**src/hdl/wake_pkg.sv**
```systemverilog
/*
  constants, field layouts and carrier types for the two-port receive wake block.
  assumes a single 250 mhz system clock; phy pins are sampled, never used as clocks.
*/
package wake_pkg;

  // ----------------------------------------------------------------
  // ports and frame limits
  // ----------------------------------------------------------------
  localparam int NUM_PORTS    = 2;
  localparam int WAN_PORT     = 0;
  localparam int LAN_PORT     = 1;
  localparam int MAX_LEN_WAN  = 2000;
  localparam int MAX_LEN_LAN  = 9216;
  localparam int MIN_LEN      = 64;
  localparam int RX_BUF_WAN   = 8192;
  localparam int TX_BUF_WAN   = 8192;
  localparam int RX_BUF_LAN   = 24576;
  localparam int TX_BUF_LAN   = 22528;
  localparam int CNT_W        = 14;
  localparam int NUM_WAKE_CRC = 4;
  localparam int SYNC_LEN     = 6;
  localparam int ADDR_BYTES   = 6;
  localparam int ADDR_REPS    = 16;
  localparam int FCS_BYTES    = 4;

  localparam logic [7:0]  SYNC_BYTE   = 8'hff;
  localparam logic [3:0]  SFD_NIBBLE  = 4'hd;
  localparam logic [31:0] CRC_INIT    = 32'hffffffff;
  localparam logic [31:0] CRC_RESIDUE = 32'hdebb20e3;
  localparam logic [31:0] CRC_POLY    = 32'hedb88320;

  // ----------------------------------------------------------------
  // register map (byte addresses)
  // ----------------------------------------------------------------
  localparam int         ADDR_W      = 7;
  localparam logic [6:0] REG_CTRL    = 7'h00;
  localparam logic [6:0] REG_STATUS  = 7'h04;
  localparam logic [6:0] REG_MASK    = 7'h08;
  localparam logic [6:0] REG_WCRC_EN = 7'h0c;
  localparam logic [6:0] REG_STA_LO0 = 7'h10;
  localparam logic [6:0] REG_STA_HI0 = 7'h14;
  localparam logic [6:0] REG_DROP0   = 7'h20;
  localparam logic [6:0] REG_WCRC0   = 7'h40;
  localparam int         STA_STRIDE  = 8;
  localparam int         WORD_BYTES  = 4;

  localparam int CTRL_W       = 4;
  localparam int CTRL_PAT_EN  = 0;
  localparam int CTRL_WFR_EN  = 2;
  localparam int STATUS_W     = 8;
  localparam int CAUSE_STRIDE = 4;
  localparam int CAUSE_LINK   = 0;
  localparam int CAUSE_WFR    = 1;
  localparam int CAUSE_PAT    = 2;

  // ----------------------------------------------------------------
  // carriers
  // ----------------------------------------------------------------
  typedef struct packed {
    logic       clk;
    logic       dv;
    logic [3:0] d;
  } mii_rx_s;

  typedef struct packed {
    logic       valid;
    logic       last;
    logic [7:0] data;
  } tx_byte_s;

  typedef enum logic [2:0] {
    SCAN_HUNT  = 3'b001,
    SCAN_MATCH = 3'b010,
    SCAN_DONE  = 3'b100
  } scan_state_e;

  typedef struct packed {
    logic             rxc1, rxc2, rxc3;
    logic             dv1, dv2;
    logic [3:0]       rxd1, rxd2;
    logic             lnk1, lnk2, lnk3;
    logic             in_frame, sfd, nib_hi, byte_vld, sof;
    logic [3:0]       low;
    logic [7:0]       rx_byte;
    logic [CNT_W-1:0] cnt;
    logic [31:0]      crc;
    logic [31:0]      fcs;
    logic [47:0]      da;
    logic [15:0]      drops;
    logic [31:0]      tx_crc_x;
    logic [31:0]      tx_fcs;
    logic [2:0]       fcs_left;
    tx_byte_s         tx_out;
  } port_s;

endpackage

```
**src/hdl/ethernet_port_wake_detect.sv**
```systemverilog
/*
  two-port receive wake detection with a transmit fcs appender and an avalon-mm slave.
  assumes mii nibble receive pins from the phy, sampled by ref_clk (250 mhz), and a
  link level pin per port; transmit bytes arrive on ref_clk from the user side.
*/
// Contract
// - two independent ports, port 0 wan and port 1 lan, each with wake logic.
// - accept frames up to 2000 bytes on wan, 9k bytes on lan.
// - append fcs to transmitted frames and check fcs of received frames.
// - received frames with errors are dropped, not delivered.
// - receive and transmit buffering sized 8k/8k wan, 24k/22k lan.
// - wake request on link change, wake frame, or wake pattern frame.
// - up to four wake frame crc definitions per port, matched by crc value.
// - with pattern mode on, scan frames addressed here, multicast or broadcast.
// - only frames with valid addresses and good crc are pattern candidates.
// - sequence is sixteen back-to-back copies of the 48-bit station address.
// - address copies must directly follow six bytes of ff.
// - sequence may start at any byte offset of the frame.
// - broadcast frames qualify when the address copies match this station.
// - no protocol type restriction beyond the sequence itself.
// - valid pattern frame with mode on signals power management to wake.
// - scanned frame without the sequence causes no wake action.
`timescale 1ns/1ns
module ethernet_port_wake_detect import wake_pkg::*; #(
  parameter int WAN_MAX_LEN = MAX_LEN_WAN,
  parameter int LAN_MAX_LEN = MAX_LEN_LAN
) (
  // clock and reset
  input  wire logic                  ref_clk,
  input  wire logic                  sys_rst,
  // avalon-mm slave
  input  wire logic [ADDR_W-1:0]     avs_address,
  input  wire logic                  avs_read,
  input  wire logic                  avs_write,
  input  wire logic [3:0]            avs_byteenable,
  input  wire logic [31:0]           avs_writedata,
  output logic      [31:0]           avs_readdata,
  output logic                       avs_waitrequest,
  // phy receive and link pins
  input  wire mii_rx_s [NUM_PORTS-1:0] mii_rx,
  input  wire logic [NUM_PORTS-1:0]  link_up,
  // transmit byte streams
  input  wire tx_byte_s [NUM_PORTS-1:0] tx_in,
  output logic      [NUM_PORTS-1:0]  tx_ready,
  output tx_byte_s  [NUM_PORTS-1:0]  tx_out,
  // power management
  output logic                       irq,
  output logic      [NUM_PORTS-1:0]  wake_request
);

  // a frame must fit the port's receive buffer as well as its length limit
  localparam int WAN_LIM = (WAN_MAX_LEN < RX_BUF_WAN) ? WAN_MAX_LEN : RX_BUF_WAN;
  localparam int LAN_LIM = (LAN_MAX_LEN < RX_BUF_LAN) ? LAN_MAX_LEN : RX_BUF_LAN;
  localparam int NUM_WCRC = NUM_PORTS * NUM_WAKE_CRC;

  typedef struct packed {
    port_s [NUM_PORTS-1:0]        p;
    logic  [CTRL_W-1:0]           ctrl;
    logic  [STATUS_W-1:0]         status;
    logic  [STATUS_W-1:0]         mask;
    logic  [NUM_WCRC-1:0]         wcrc_en;
    logic  [NUM_WCRC-1:0][31:0]   wcrc;
    logic  [NUM_PORTS-1:0][47:0]  sta;
    logic                         ack;
    logic  [31:0]                 rdata;
  } top_s;

  top_s                             s;
  top_s                             n;
  logic [NUM_PORTS-1:0]             frame_end;
  logic [NUM_PORTS-1:0]             frame_good;
  logic [NUM_PORTS-1:0]             da_ok;
  logic [NUM_PORTS-1:0]             wfr_hit;
  logic [NUM_PORTS-1:0]             found;
  logic [NUM_PORTS-1:0][CNT_W-1:0]  lim;
  logic [NUM_PORTS-1:0][31:0]       rx_crc_nxt;
  logic [NUM_PORTS-1:0][31:0]       tx_crc_nxt;
  logic [STATUS_W-1:0]              ev;
  logic [STATUS_W-1:0]              clr;
  logic [31:0]                      wm;
  logic [31:0]                      wv;
  logic [31:0]                      rd;
  logic                             req;

  // ----------------------------------------------------------------
  // per-port datapath instances
  // ----------------------------------------------------------------
  // one receive and transmit slice per port, alike except for the frame length limit
  for (genvar g = 0; g < NUM_PORTS; g++) begin : g_port
    wake_crc32 u_rx_crc (
      .crc_in  (s.p[g].crc),
      .data    (s.p[g].rx_byte),
      .crc_out (rx_crc_nxt[g])
    );
    wake_crc32 u_tx_crc (
      .crc_in  (s.p[g].tx_crc_x ^ CRC_INIT),
      .data    (tx_in[g].data),
      .crc_out (tx_crc_nxt[g])
    );
    wake_pattern_scan u_scan (
      .ref_clk  (ref_clk),
      .sys_rst  (sys_rst),
      .start    (s.p[g].sof),
      .byte_vld (s.p[g].byte_vld),
      .rx_byte  (s.p[g].rx_byte),
      .station  (s.sta[g]),
      .found    (found[g])
    );
    assign tx_ready[g]     = (s.p[g].fcs_left == 3'h0);
    assign tx_out[g]       = s.p[g].tx_out;
    assign wake_request[g] = |(s.status[g*CAUSE_STRIDE +: CAUSE_STRIDE]
                               & s.mask[g*CAUSE_STRIDE +: CAUSE_STRIDE]);
    assign lim[g]          = (g == WAN_PORT) ? CNT_W'(WAN_LIM) : CNT_W'(LAN_LIM);
  end

  // ----------------------------------------------------------------
  // frame verdicts and wake events
  // ----------------------------------------------------------------
  always_comb begin
    ev = '0;
    for (int i = 0; i < NUM_PORTS; i++) begin
      frame_end[i]  = s.p[i].in_frame & ~s.p[i].dv2;
      // crc residue, whole bytes and length bounds decide a good frame
      frame_good[i] = s.p[i].sfd & ~s.p[i].nib_hi & (s.p[i].crc == CRC_RESIDUE)
                      & (s.p[i].cnt >= CNT_W'(MIN_LEN)) & (s.p[i].cnt <= lim[i]);
      // own address, or group bit set, which covers broadcast
      da_ok[i]      = (s.p[i].da == s.sta[i]) | s.p[i].da[40];
      wfr_hit[i]    = 1'b0;
      for (int k = 0; k < NUM_WAKE_CRC; k++) begin
        if (s.wcrc_en[i*NUM_WAKE_CRC+k] && s.p[i].fcs == s.wcrc[i*NUM_WAKE_CRC+k]) begin
          wfr_hit[i] = 1'b1;
        end
      end
      ev[i*CAUSE_STRIDE+CAUSE_LINK] = s.p[i].lnk2 ^ s.p[i].lnk3;
      ev[i*CAUSE_STRIDE+CAUSE_WFR]  = frame_end[i] & frame_good[i] & da_ok[i] & wfr_hit[i]
                                      & s.ctrl[CTRL_WFR_EN+i];
      // pattern wake only with the mode bit that software sets before sleep
      ev[i*CAUSE_STRIDE+CAUSE_PAT]  = frame_end[i] & frame_good[i] & da_ok[i] & found[i]
                                      & s.ctrl[CTRL_PAT_EN+i];
    end
  end

  // ----------------------------------------------------------------
  // register read mux
  // ----------------------------------------------------------------
  always_comb begin
    rd = '0;
    case (avs_address)
      REG_CTRL:    rd[CTRL_W-1:0]   = s.ctrl;
      REG_STATUS:  rd[STATUS_W-1:0] = s.status;
      REG_MASK:    rd[STATUS_W-1:0] = s.mask;
      REG_WCRC_EN: rd[NUM_WCRC-1:0] = s.wcrc_en;
      default:     rd = '0;
    endcase
    for (int i = 0; i < NUM_PORTS; i++) begin
      if (avs_address == REG_STA_LO0 + 7'(STA_STRIDE * i)) rd = s.sta[i][31:0];
      if (avs_address == REG_STA_HI0 + 7'(STA_STRIDE * i)) rd = {16'h0, s.sta[i][47:32]};
      if (avs_address == REG_DROP0 + 7'(WORD_BYTES * i))   rd = {16'h0, s.p[i].drops};
    end
    for (int j = 0; j < NUM_WCRC; j++) begin
      if (avs_address == REG_WCRC0 + 7'(WORD_BYTES * j)) rd = s.wcrc[j];
    end
  end

  assign req             = avs_read | avs_write;
  assign avs_waitrequest = req & ~s.ack;
  assign avs_readdata    = s.rdata;
  assign irq             = |(s.status & s.mask);
  assign wm = {{8{avs_byteenable[3]}}, {8{avs_byteenable[2]}},
               {8{avs_byteenable[1]}}, {8{avs_byteenable[0]}}};
  assign wv = avs_writedata & wm;

  // ----------------------------------------------------------------
  // next state
  // ----------------------------------------------------------------
  always_comb begin
    n   = s;
    clr = '0;
    for (int i = 0; i < NUM_PORTS; i++) begin
      // pins cross by two flops; the third flop only feeds edge detection
      n.p[i].rxc1     = mii_rx[i].clk;
      n.p[i].rxc2     = s.p[i].rxc1;
      n.p[i].rxc3     = s.p[i].rxc2;
      n.p[i].dv1      = mii_rx[i].dv;
      n.p[i].dv2      = s.p[i].dv1;
      n.p[i].rxd1     = mii_rx[i].d;
      n.p[i].rxd2     = s.p[i].rxd1;
      n.p[i].lnk1     = link_up[i];
      n.p[i].lnk2     = s.p[i].lnk1;
      n.p[i].lnk3     = s.p[i].lnk2;
      n.p[i].byte_vld = 1'b0;
      n.p[i].sof      = 1'b0;
      if (s.p[i].byte_vld) begin
        n.p[i].crc = rx_crc_nxt[i];
        n.p[i].fcs = {s.p[i].rx_byte, s.p[i].fcs[31:8]};
        if (s.p[i].cnt != '1) begin
          n.p[i].cnt = s.p[i].cnt + CNT_W'(1);
        end
        if (s.p[i].cnt < CNT_W'(ADDR_BYTES)) begin
          n.p[i].da = {s.p[i].da[39:0], s.p[i].rx_byte};
        end
      end
      // sample on the falling rx clock edge, mid-way between phy updates
      if (s.p[i].rxc3 && !s.p[i].rxc2 && s.p[i].dv2) begin
        if (!s.p[i].in_frame) begin
          n.p[i].in_frame = 1'b1;
          n.p[i].sfd      = 1'b0;
          n.p[i].nib_hi   = 1'b0;
          n.p[i].cnt      = '0;
          n.p[i].crc      = CRC_INIT;
        end else if (!s.p[i].sfd) begin
          if (s.p[i].rxd2 == SFD_NIBBLE) begin
            n.p[i].sfd = 1'b1;
            n.p[i].sof = 1'b1;
          end
        end else if (!s.p[i].nib_hi) begin
          n.p[i].low    = s.p[i].rxd2;
          n.p[i].nib_hi = 1'b1;
        end else begin
          n.p[i].rx_byte  = {s.p[i].rxd2, s.p[i].low};
          n.p[i].byte_vld = 1'b1;
          n.p[i].nib_hi   = 1'b0;
        end
      end
      if (frame_end[i]) begin
        n.p[i].in_frame = 1'b0;
        if (!frame_good[i]) begin
          n.p[i].drops = s.p[i].drops + 16'h1;
        end
      end
      // crc kept xor'd with its seed so the all-zero reset is a ready seed
      n.p[i].tx_out.valid = 1'b0;
      n.p[i].tx_out.last  = 1'b0;
      if (s.p[i].fcs_left != 3'h0) begin
        n.p[i].tx_out.valid = 1'b1;
        n.p[i].tx_out.data  = s.p[i].tx_fcs[7:0];
        n.p[i].tx_out.last  = (s.p[i].fcs_left == 3'h1);
        n.p[i].tx_fcs       = s.p[i].tx_fcs >> 8;
        n.p[i].fcs_left     = s.p[i].fcs_left - 3'h1;
      end else if (tx_in[i].valid) begin
        n.p[i].tx_out.valid = 1'b1;
        n.p[i].tx_out.data  = tx_in[i].data;
        n.p[i].tx_crc_x     = tx_crc_nxt[i] ^ CRC_INIT;
        if (tx_in[i].last) begin
          n.p[i].tx_crc_x = '0;
          n.p[i].tx_fcs   = ~tx_crc_nxt[i];
          n.p[i].fcs_left = 3'(FCS_BYTES);
        end
      end
    end
    // one wait state: request taken on the first edge, answered on the second
    n.ack = req & ~s.ack;
    if (req && !s.ack) begin
      n.rdata = rd;
    end
    if (avs_write && s.ack) begin
      case (avs_address)
        REG_CTRL:    n.ctrl    = (s.ctrl & ~wm[CTRL_W-1:0]) | wv[CTRL_W-1:0];
        REG_STATUS:  clr       = wv[STATUS_W-1:0];
        REG_MASK:    n.mask    = (s.mask & ~wm[STATUS_W-1:0]) | wv[STATUS_W-1:0];
        REG_WCRC_EN: n.wcrc_en = (s.wcrc_en & ~wm[NUM_WCRC-1:0]) | wv[NUM_WCRC-1:0];
        default:     n.ctrl    = s.ctrl;
      endcase
      for (int i = 0; i < NUM_PORTS; i++) begin
        if (avs_address == REG_STA_LO0 + 7'(STA_STRIDE * i)) begin
          n.sta[i][31:0] = (s.sta[i][31:0] & ~wm) | wv;
        end
        if (avs_address == REG_STA_HI0 + 7'(STA_STRIDE * i)) begin
          n.sta[i][47:32] = (s.sta[i][47:32] & ~wm[15:0]) | wv[15:0];
        end
      end
      for (int j = 0; j < NUM_WCRC; j++) begin
        if (avs_address == REG_WCRC0 + 7'(WORD_BYTES * j)) begin
          n.wcrc[j] = (s.wcrc[j] & ~wm) | wv;
        end
      end
    end
    // a new event outranks a clear in the same cycle
    n.status = (s.status & ~clr) | ev;
  end

  always_ff @(posedge ref_clk or posedge sys_rst) begin
    if (sys_rst) begin
      s <= '0;
    end else begin
      s <= n;
    end
  end

  for (genvar g = 0; g < NUM_PORTS; g++) begin : g_chk

  end
endmodule

```
**src/hdl/wake_crc32.sv**
```systemverilog
/*
  one byte step of the reflected ethernet crc-32, purely combinational.
  assumes the caller holds the running value and feeds bytes least bit first.
*/
`timescale 1ns/1ns
module wake_crc32 import wake_pkg::*; (
  // running value and byte
  input  wire logic [31:0] crc_in,
  input  wire logic [7:0]  data,
  // updated value
  output logic      [31:0] crc_out
);

  always_comb begin
    crc_out = crc_in;
    for (int b = 0; b < 8; b++) begin
      crc_out = (crc_out >> 1) ^ ((crc_out[0] ^ data[b]) ? CRC_POLY : 32'h0);
    end
  end

endmodule

```
**src/hdl/wake_pattern_scan.sv**
```systemverilog
/*
  per-port scanner for a sync run followed by repeated station addresses.
  assumes start pulses once per frame before its first byte, bytes at most one per cycle.
*/
`timescale 1ns/1ns
module wake_pattern_scan import wake_pkg::*; (
  // clock and reset
  input  wire logic        ref_clk,
  input  wire logic        sys_rst,
  // byte stream
  input  wire logic        start,
  input  wire logic        byte_vld,
  input  wire logic [7:0]  rx_byte,
  input  wire logic [47:0] station,
  // result
  output logic             found
);

  typedef struct packed {
    scan_state_e st;
    logic [2:0]  ff_cnt;
    logic [2:0]  idx;
    logic [3:0]  rep;
    logic        found;
  } scan_s;

  scan_s      s;
  scan_s      n;
  logic [7:0] expect_byte;

  // ----------------------------------------------------------------
  // scan
  // ----------------------------------------------------------------
  // every byte is inspected, so the sequence may sit at any offset
  // no ethertype or upper-layer check is made
  always_comb begin
    n = s;
    expect_byte = station[(ADDR_BYTES - 1 - int'(s.idx)) * 8 +: 8];
    if (start) begin
      n.st     = SCAN_HUNT;
      n.ff_cnt = 3'h0;
      n.idx    = 3'h0;
      n.found  = 1'b0;
    end else if (byte_vld) begin
      case (s.st)
        SCAN_HUNT: begin
          if (s.ff_cnt == 3'(SYNC_LEN) && rx_byte == expect_byte) begin
            n.st  = SCAN_MATCH;
            n.idx = 3'h1;
            n.rep = 4'h0;
          end else if (rx_byte == SYNC_BYTE) begin
            if (s.ff_cnt != 3'(SYNC_LEN)) begin
              n.ff_cnt = s.ff_cnt + 3'h1;
            end
          end else begin
            n.ff_cnt = 3'h0;
          end
        end
        SCAN_MATCH: begin
          if (rx_byte == expect_byte) begin
            if (s.idx == 3'(ADDR_BYTES - 1)) begin
              n.idx = 3'h0;
              if (s.rep == 4'(ADDR_REPS - 1)) begin
                n.st    = SCAN_DONE;
                n.found = 1'b1;
              end else begin
                n.rep = s.rep + 4'h1;
              end
            end else begin
              n.idx = s.idx + 3'h1;
            end
          end else begin
            // a broken copy restarts the hunt rather than ending the frame
            n.st     = SCAN_HUNT;
            n.idx    = 3'h0;
            n.ff_cnt = (rx_byte == SYNC_BYTE) ? 3'h1 : 3'h0;
          end
        end
        SCAN_DONE: begin
          n.st = SCAN_DONE;
        end
        default: begin
          n.st = SCAN_HUNT;
        end
      endcase
    end
  end

  always_ff @(posedge ref_clk or posedge sys_rst) begin
    if (sys_rst) begin
      s <= '0;
    end else begin
      s <= n;
    end
  end

  assign found = s.found;
endmodule

```
**config.mk**
```make
export PLATFORM = sky130hd
export DESIGN_NAME = ethernet_port_wake_detect
export DESIGN_NICKNAME = d
export VERILOG_FILES = /design/src/hdl/wake_pkg.sv /design/src/hdl/ethernet_port_wake_detect.sv /design/src/hdl/wake_crc32.sv /design/src/hdl/wake_pattern_scan.sv
export SDC_FILE = /design/constraint.sdc
export NUM_CORES = 2
export LEC_CHECK = 0
export ABC_AREA = 1
export BUFFER_PORTS_ARGS = -buffer_cell sky130_fd_sc_hd__buf_2
export CAP_MARGIN = 20
export CORE_ASPECT_RATIO = 1.4
export CORE_UTILIZATION = 60
export CTS_CLUSTER_SIZE = 20
export DETAILED_ROUTE_END_ITERATION = 10
export PLACE_DENSITY_LB_ADDON = 0.1
export REMOVE_ABC_BUFFERS = 1
export SLEW_MARGIN = 20
export SYNTH_ARGS = -nofsm -noshare
export SYNTH_HDL_FRONTEND = slang
export SYNTH_HIERARCHICAL = 1
export SYNTH_SLANG_ARGS = --single-unit
```
**constraint.sdc**
```tcl
create_clock -name ref_clk -period 89.8 [get_ports ref_clk]
set_clock_uncertainty 0.15 [all_clocks]
set_input_delay 26.94 -clock ref_clk [delete_from_list [all_inputs] [get_ports ref_clk]]
set_output_delay 26.94 -clock ref_clk [all_outputs]
set_load 0.005 [all_outputs]
```
* After elaboration in Yosys (flattened, before gate mapping)
Cells that the tools add are included.
** Word-level totals
- Flip-flop bits (word level) :: 945
- Bits of input ports :: 81
- Output and inout bits :: 58
- Logic and storage cells :: 563
** Operators by class
- Add/sub/neg operators :: 14
- Order comparisons :: 6
- Equal/unequal tests :: 75
- Shifts and indexed selects :: 2
- Muxes and demuxes :: 148
- Bitwise gates (word level) :: 148
- Reductions and logical operators :: 86
** Operators with widths (count)
- $mux W32 :: 46
- $xor A31 B32 Y32 :: 32
- $and A32 B32 Y32 :: 11
- $or A32 B32 Y32 :: 10
- $eq A32 B32 Y1 :: 8
- $mux W126 :: 2
- $not A32 Y32 :: 5
- $mux W36 :: 4
- $mux W67 :: 2
- $mux W63 :: 2
- $eq A48 B48 Y1 :: 2
- $mux W48 :: 2
- $shiftx A48 B32 Y8 :: 2
- $mux W46 :: 2
- $mux W14 :: 6
- $eq A32 B32 Y1 const B :: 2
- $mux W8 :: 8
- $mux W3 :: 20
- $eq A7 B7 Y1 const B :: 8
- $reduce_and A2 Y1 :: 25
- $pmux W10 S2 :: 2
- $reduce_bool A2 Y1 :: 18
- $xor A1 B1 Y1 :: 34
- $add A16 B1 Y16 const B :: 2
- other kinds (60) :: 224

* Longest topological paths before layout
- Word-level depth :: 29
- Depth in mapped cells :: 20

* Modules after synthesis
Netlist, hierarchy kept.
** By module, submodules not included
- ethernet_port_wake_detect :: instances 1, cells an instance 4967, area each 42385.7 sq um, seq. area each 22947.0 sq um
- wake_crc32 :: instances 4, cells an instance 212, area each 1285.0 sq um, seq. area each 0.0 sq um
- wake_pattern_scan :: instances 2, cells an instance 318, area each 1873.0 sq um, seq. area each 350.3 sq um

* Worst setup path before layout
No wires, ideal clock.
- Path kind :: input -> output
- Start :: in avs_write
- End :: out avs_waitrequest
- Data arrival time :: 27.502 ns
- Data required time :: 62.710 ns
- Path slack :: 35.208 ns
- Stages on the path :: 3
- Path through :: nor2_1 > nor2_1 > clkbuf_1
** On the way
- Word-level cells in the longest chain between the ends :: 2
** Ends and longest elaborated chain
- start, declared :: RTL line ethernet_port_wake_detect.sv:34 : input wire logic avs_write,
- $or A1 B1 Y1 :: RTL line ethernet_port_wake_detect.sv:165 : assign req = avs_read | avs_write;
- $and A1 B1 Y1 :: RTL line ethernet_port_wake_detect.sv:166 : assign avs_waitrequest = req & ~s.ack;
- end, declared :: RTL line ethernet_port_wake_detect.sv:38 : output logic avs_waitrequest,
Every way passes these cells.

* Worst setup path after layout
Ends and elaborated chain as after synthesis.

==> metrics.md <==
| Metric | Value |
|---|---|
| Reg clk slew, reported paths | `~0.06 ns` |
| Total GRT Usage | `42.49%` |
| Clock network power share | `36.3%` |
| Crit path launch | `avs_write` |
| Effective utilization at floorplan | `60.68%` |
| Part of the Yosys area used for sequential elements | `46.12%` |
| Switching power | `0.3649 mW` |
| WS Path Type | `in -> out` |
| Sequential cell area | `23660 sq um` |
| CTS tree | `built` |
| Post-synth EDFFs | `0` |
| GPL Wtd Cong | `approximately 1.1` |
| Synth warnings | `6` |
| Hold-fix buffer count after cts | `0` |
| WL final | `183300 um` |
| Worst Tran Pin Value | `between 1 and 1.5 ns` |
| Num CTS Buffers | `95` |
| Initial antenna violation count | `10` |
| Filler cells | `~7300` |
| Peak Freq | `~18 MHz` |
| Core Area | `84500 sq um` |
| R2R Path Start | `s[423]` |
| Synth cell types | `57` |
| Area of the multi-input gates | `23310 sq um` |
| Slew HR | `19.20%` |
| Nets | `about 6600` |
| Row cnt | `126` |
| Dpl cells | `7451` |
| Syn Inst Count | `approximately 6500` |
| Post-DP HPWL | `around 130000 um` |
| Number of port buffers | `138` |
| DR WL/cell | `roughly 24 um` |
| Status | `finished clean` |
| Min-Delay Path Class | `reg -> reg` |
| Dpl cell area | `52410 sq um` |
| Post-CTS sizing | `0` |
| Final ANT Viol Nets | `0` |
| Clock Sinks | `945` |
| Via count | `46270` |
| First-pass GRT wire length | `274900 um` |
| Min Clock Period, post-route | `54.78 ns` |
| Sequential power share | `42.0%` |
| Final design utilization | `65.82%` |
| Commonest non-fill, non-tap cells in the layout | `nand2_1 (1821), dfrtp_1 (943), inv_1 (730)` |
| CTS H-tree lvls | `3` |
| Synth Flop Type | `dfrtp_1` |
| Critical Path RT | `62.71 ns` |
| # DRC | `0` |
| Root buf cell | `clkbuf_16` |
| Final Hold Fails | `0` |
| Gate power share | `21.7%` |
| Arrival @ worst endpoint | `27.69 ns` |
| Postcts setup bufs | `0` |
| Crit Path Max Fanout | `27` |
| RSZ-0062 raised after global routing | `no` |
| Cell-internal power | `0.7777 mW` |
| Async SR Flop Fraction | `between 90% and 100%` |
| Synth top area cells | `dfrtp_1 (46%), nand2_1 (13%), o21ai_0 (5.5%)` |
| Vias per cell | `a little over 6` |
| Maximum buffer depth of the clock tree | `3` |
| Total gr overflow | `0` |
| Worst IR Drop VDD | `0.02928 mV` |
| Max cap viols | `0` |
| Final Instance Count excl. Fillers | `7628` |
| Hold Slack | `0.1954 ns` |
| Largest net degree at the start of global routing | `161` |
| Place WS | `~35 ns` |
| Clock latency on the worst-skew pair | `0.68 ns` |
| Ports | `139` |
| Area share of the largest cell type after synthesis | `between 40% and 50%` |
| Slew Limit Fails | `0` |
| Power Density | `20.54 nW/um^2` |
| Pre-antenna DRT Iters | `7` |
| Die width | `about 250 um` |
| Pleak | `26.92 nW` |
| Die area | `86640 sq um` |
| Final period util | `just over 60%` |
| Layout area overhead | `8.483%` |
| HP Start | `n[904]` |
| Layout cells sized above 1 | `under 10%` |
| TNS Setup | `0 ns` |
| Initial DRC count | `between 5000 and 6000` |
| Switching Fraction | `31.94%` |
| Mean Syn Cell Area | `7.948 sq um` |
| Total power draw | `approximately 1.1 mW` |
| Synth area leader | `dfrtp_1` |
| CP startpoint kind | `input pin` |
| Final instance area | `55620 sq um` |
| Mapped cell area | `51270 sq um` |
| Crit end category | `primary output` |
| Most common cell after layout, fill and taps aside | `nand2_1` |
| Synthesized flop and latch total | `945` |
| Vias in the first global route | `44330` |
| Die Ht | `347.9 um` |
| Final Setup Violations | `0` |
| Final WS setup | `35.02 ns` |
## kinds of logic (layout without fill, tap and decap cells)
family | Yosys count | count (layout) | synth area share, %
and+or+nand+nor | 2880 | 2880 | 25.08
AOI/OAI and AO/OA | 1147 | 1147 | 12.71
buffers and inverters | 1060 | 1143 | 8.441
DFF | 945 | 945 | 46.12
xor gates and xnor gates | 395 | 395 | 7.070
adders and majority gates | 20 | 20 | 0.4881
muxes | 4 | 4 | 0.08785
other | 0 | 6 | 0
## path summary, 6_finish.rpt
path	end	slack (ns)	depth (start not counted)
max	avs_waitrequest	35.02	5
min reg2reg	s[904]	0.20	0
max reg2reg	s[436]	85.28	10
min	s[904]	0.20	0
max in group asynchronous	s[426]	58.69	7
min in group asynchronous	avs_readdata[28]	26.19	2
## critical path, stage by stage
cell and delay, ns:
buf_2 0.11, nor2_1 0.06, nor2_2 0.07, buf_4 0.32, buf_2 0.18
## final cells by class
type	instances	share of cell area, %
Sequential cell	945	42.53
Multi-Input combinational cell	4446	41.91
Inverter	788	5.412
Clock buffer	131	4.787
Tap cell	1088	2.447
Timing Repair Buffer	184	1.941
Clock inverter	40	0.9448
Antenna cell	6	0.02699
## power by group through the flow
stage	Combinational (mW)	Sequential, mW	Clock (mW)
after floorplan	0.178	0.481	0
after global placement	0.237	0.485	0
after detailed placement	0.244	0.486	0
after CTS	0.246	0.479	0.416
after global routing	0.271	0.482	0.433
final	0.248	0.480	0.415
## cell usage after synthesis (25+ instances only)
library cell  instances
nor2_1              316
nor4_1               68
clkbuf_1            172
nor3_1               64
o21ai_0             565
nand4_1             129
buf_2                30
xnor2_1              99
inv_1               734
o21ai_1              59
nand2_4              62
buf_4                55
nand2_1            1821
nand2_2              68
o211ai_1             66
o221ai_1             25
inv_2                36
dfrtp_1             945
a21oi_1             132
o22ai_1             234
xor2_1              280
nand3_1             251
## routing by layer
layer,GRT usage [%],vias to the layer above,routed length (um)
met5,0,-,37
met3,6.475,765,13670
met2,70.55,2382,86410
met1,48.06,22190,63820
met4,36.86,6,19310
li1,-,20930,-
No activity file was read; power rests on OpenSTA's default activity.
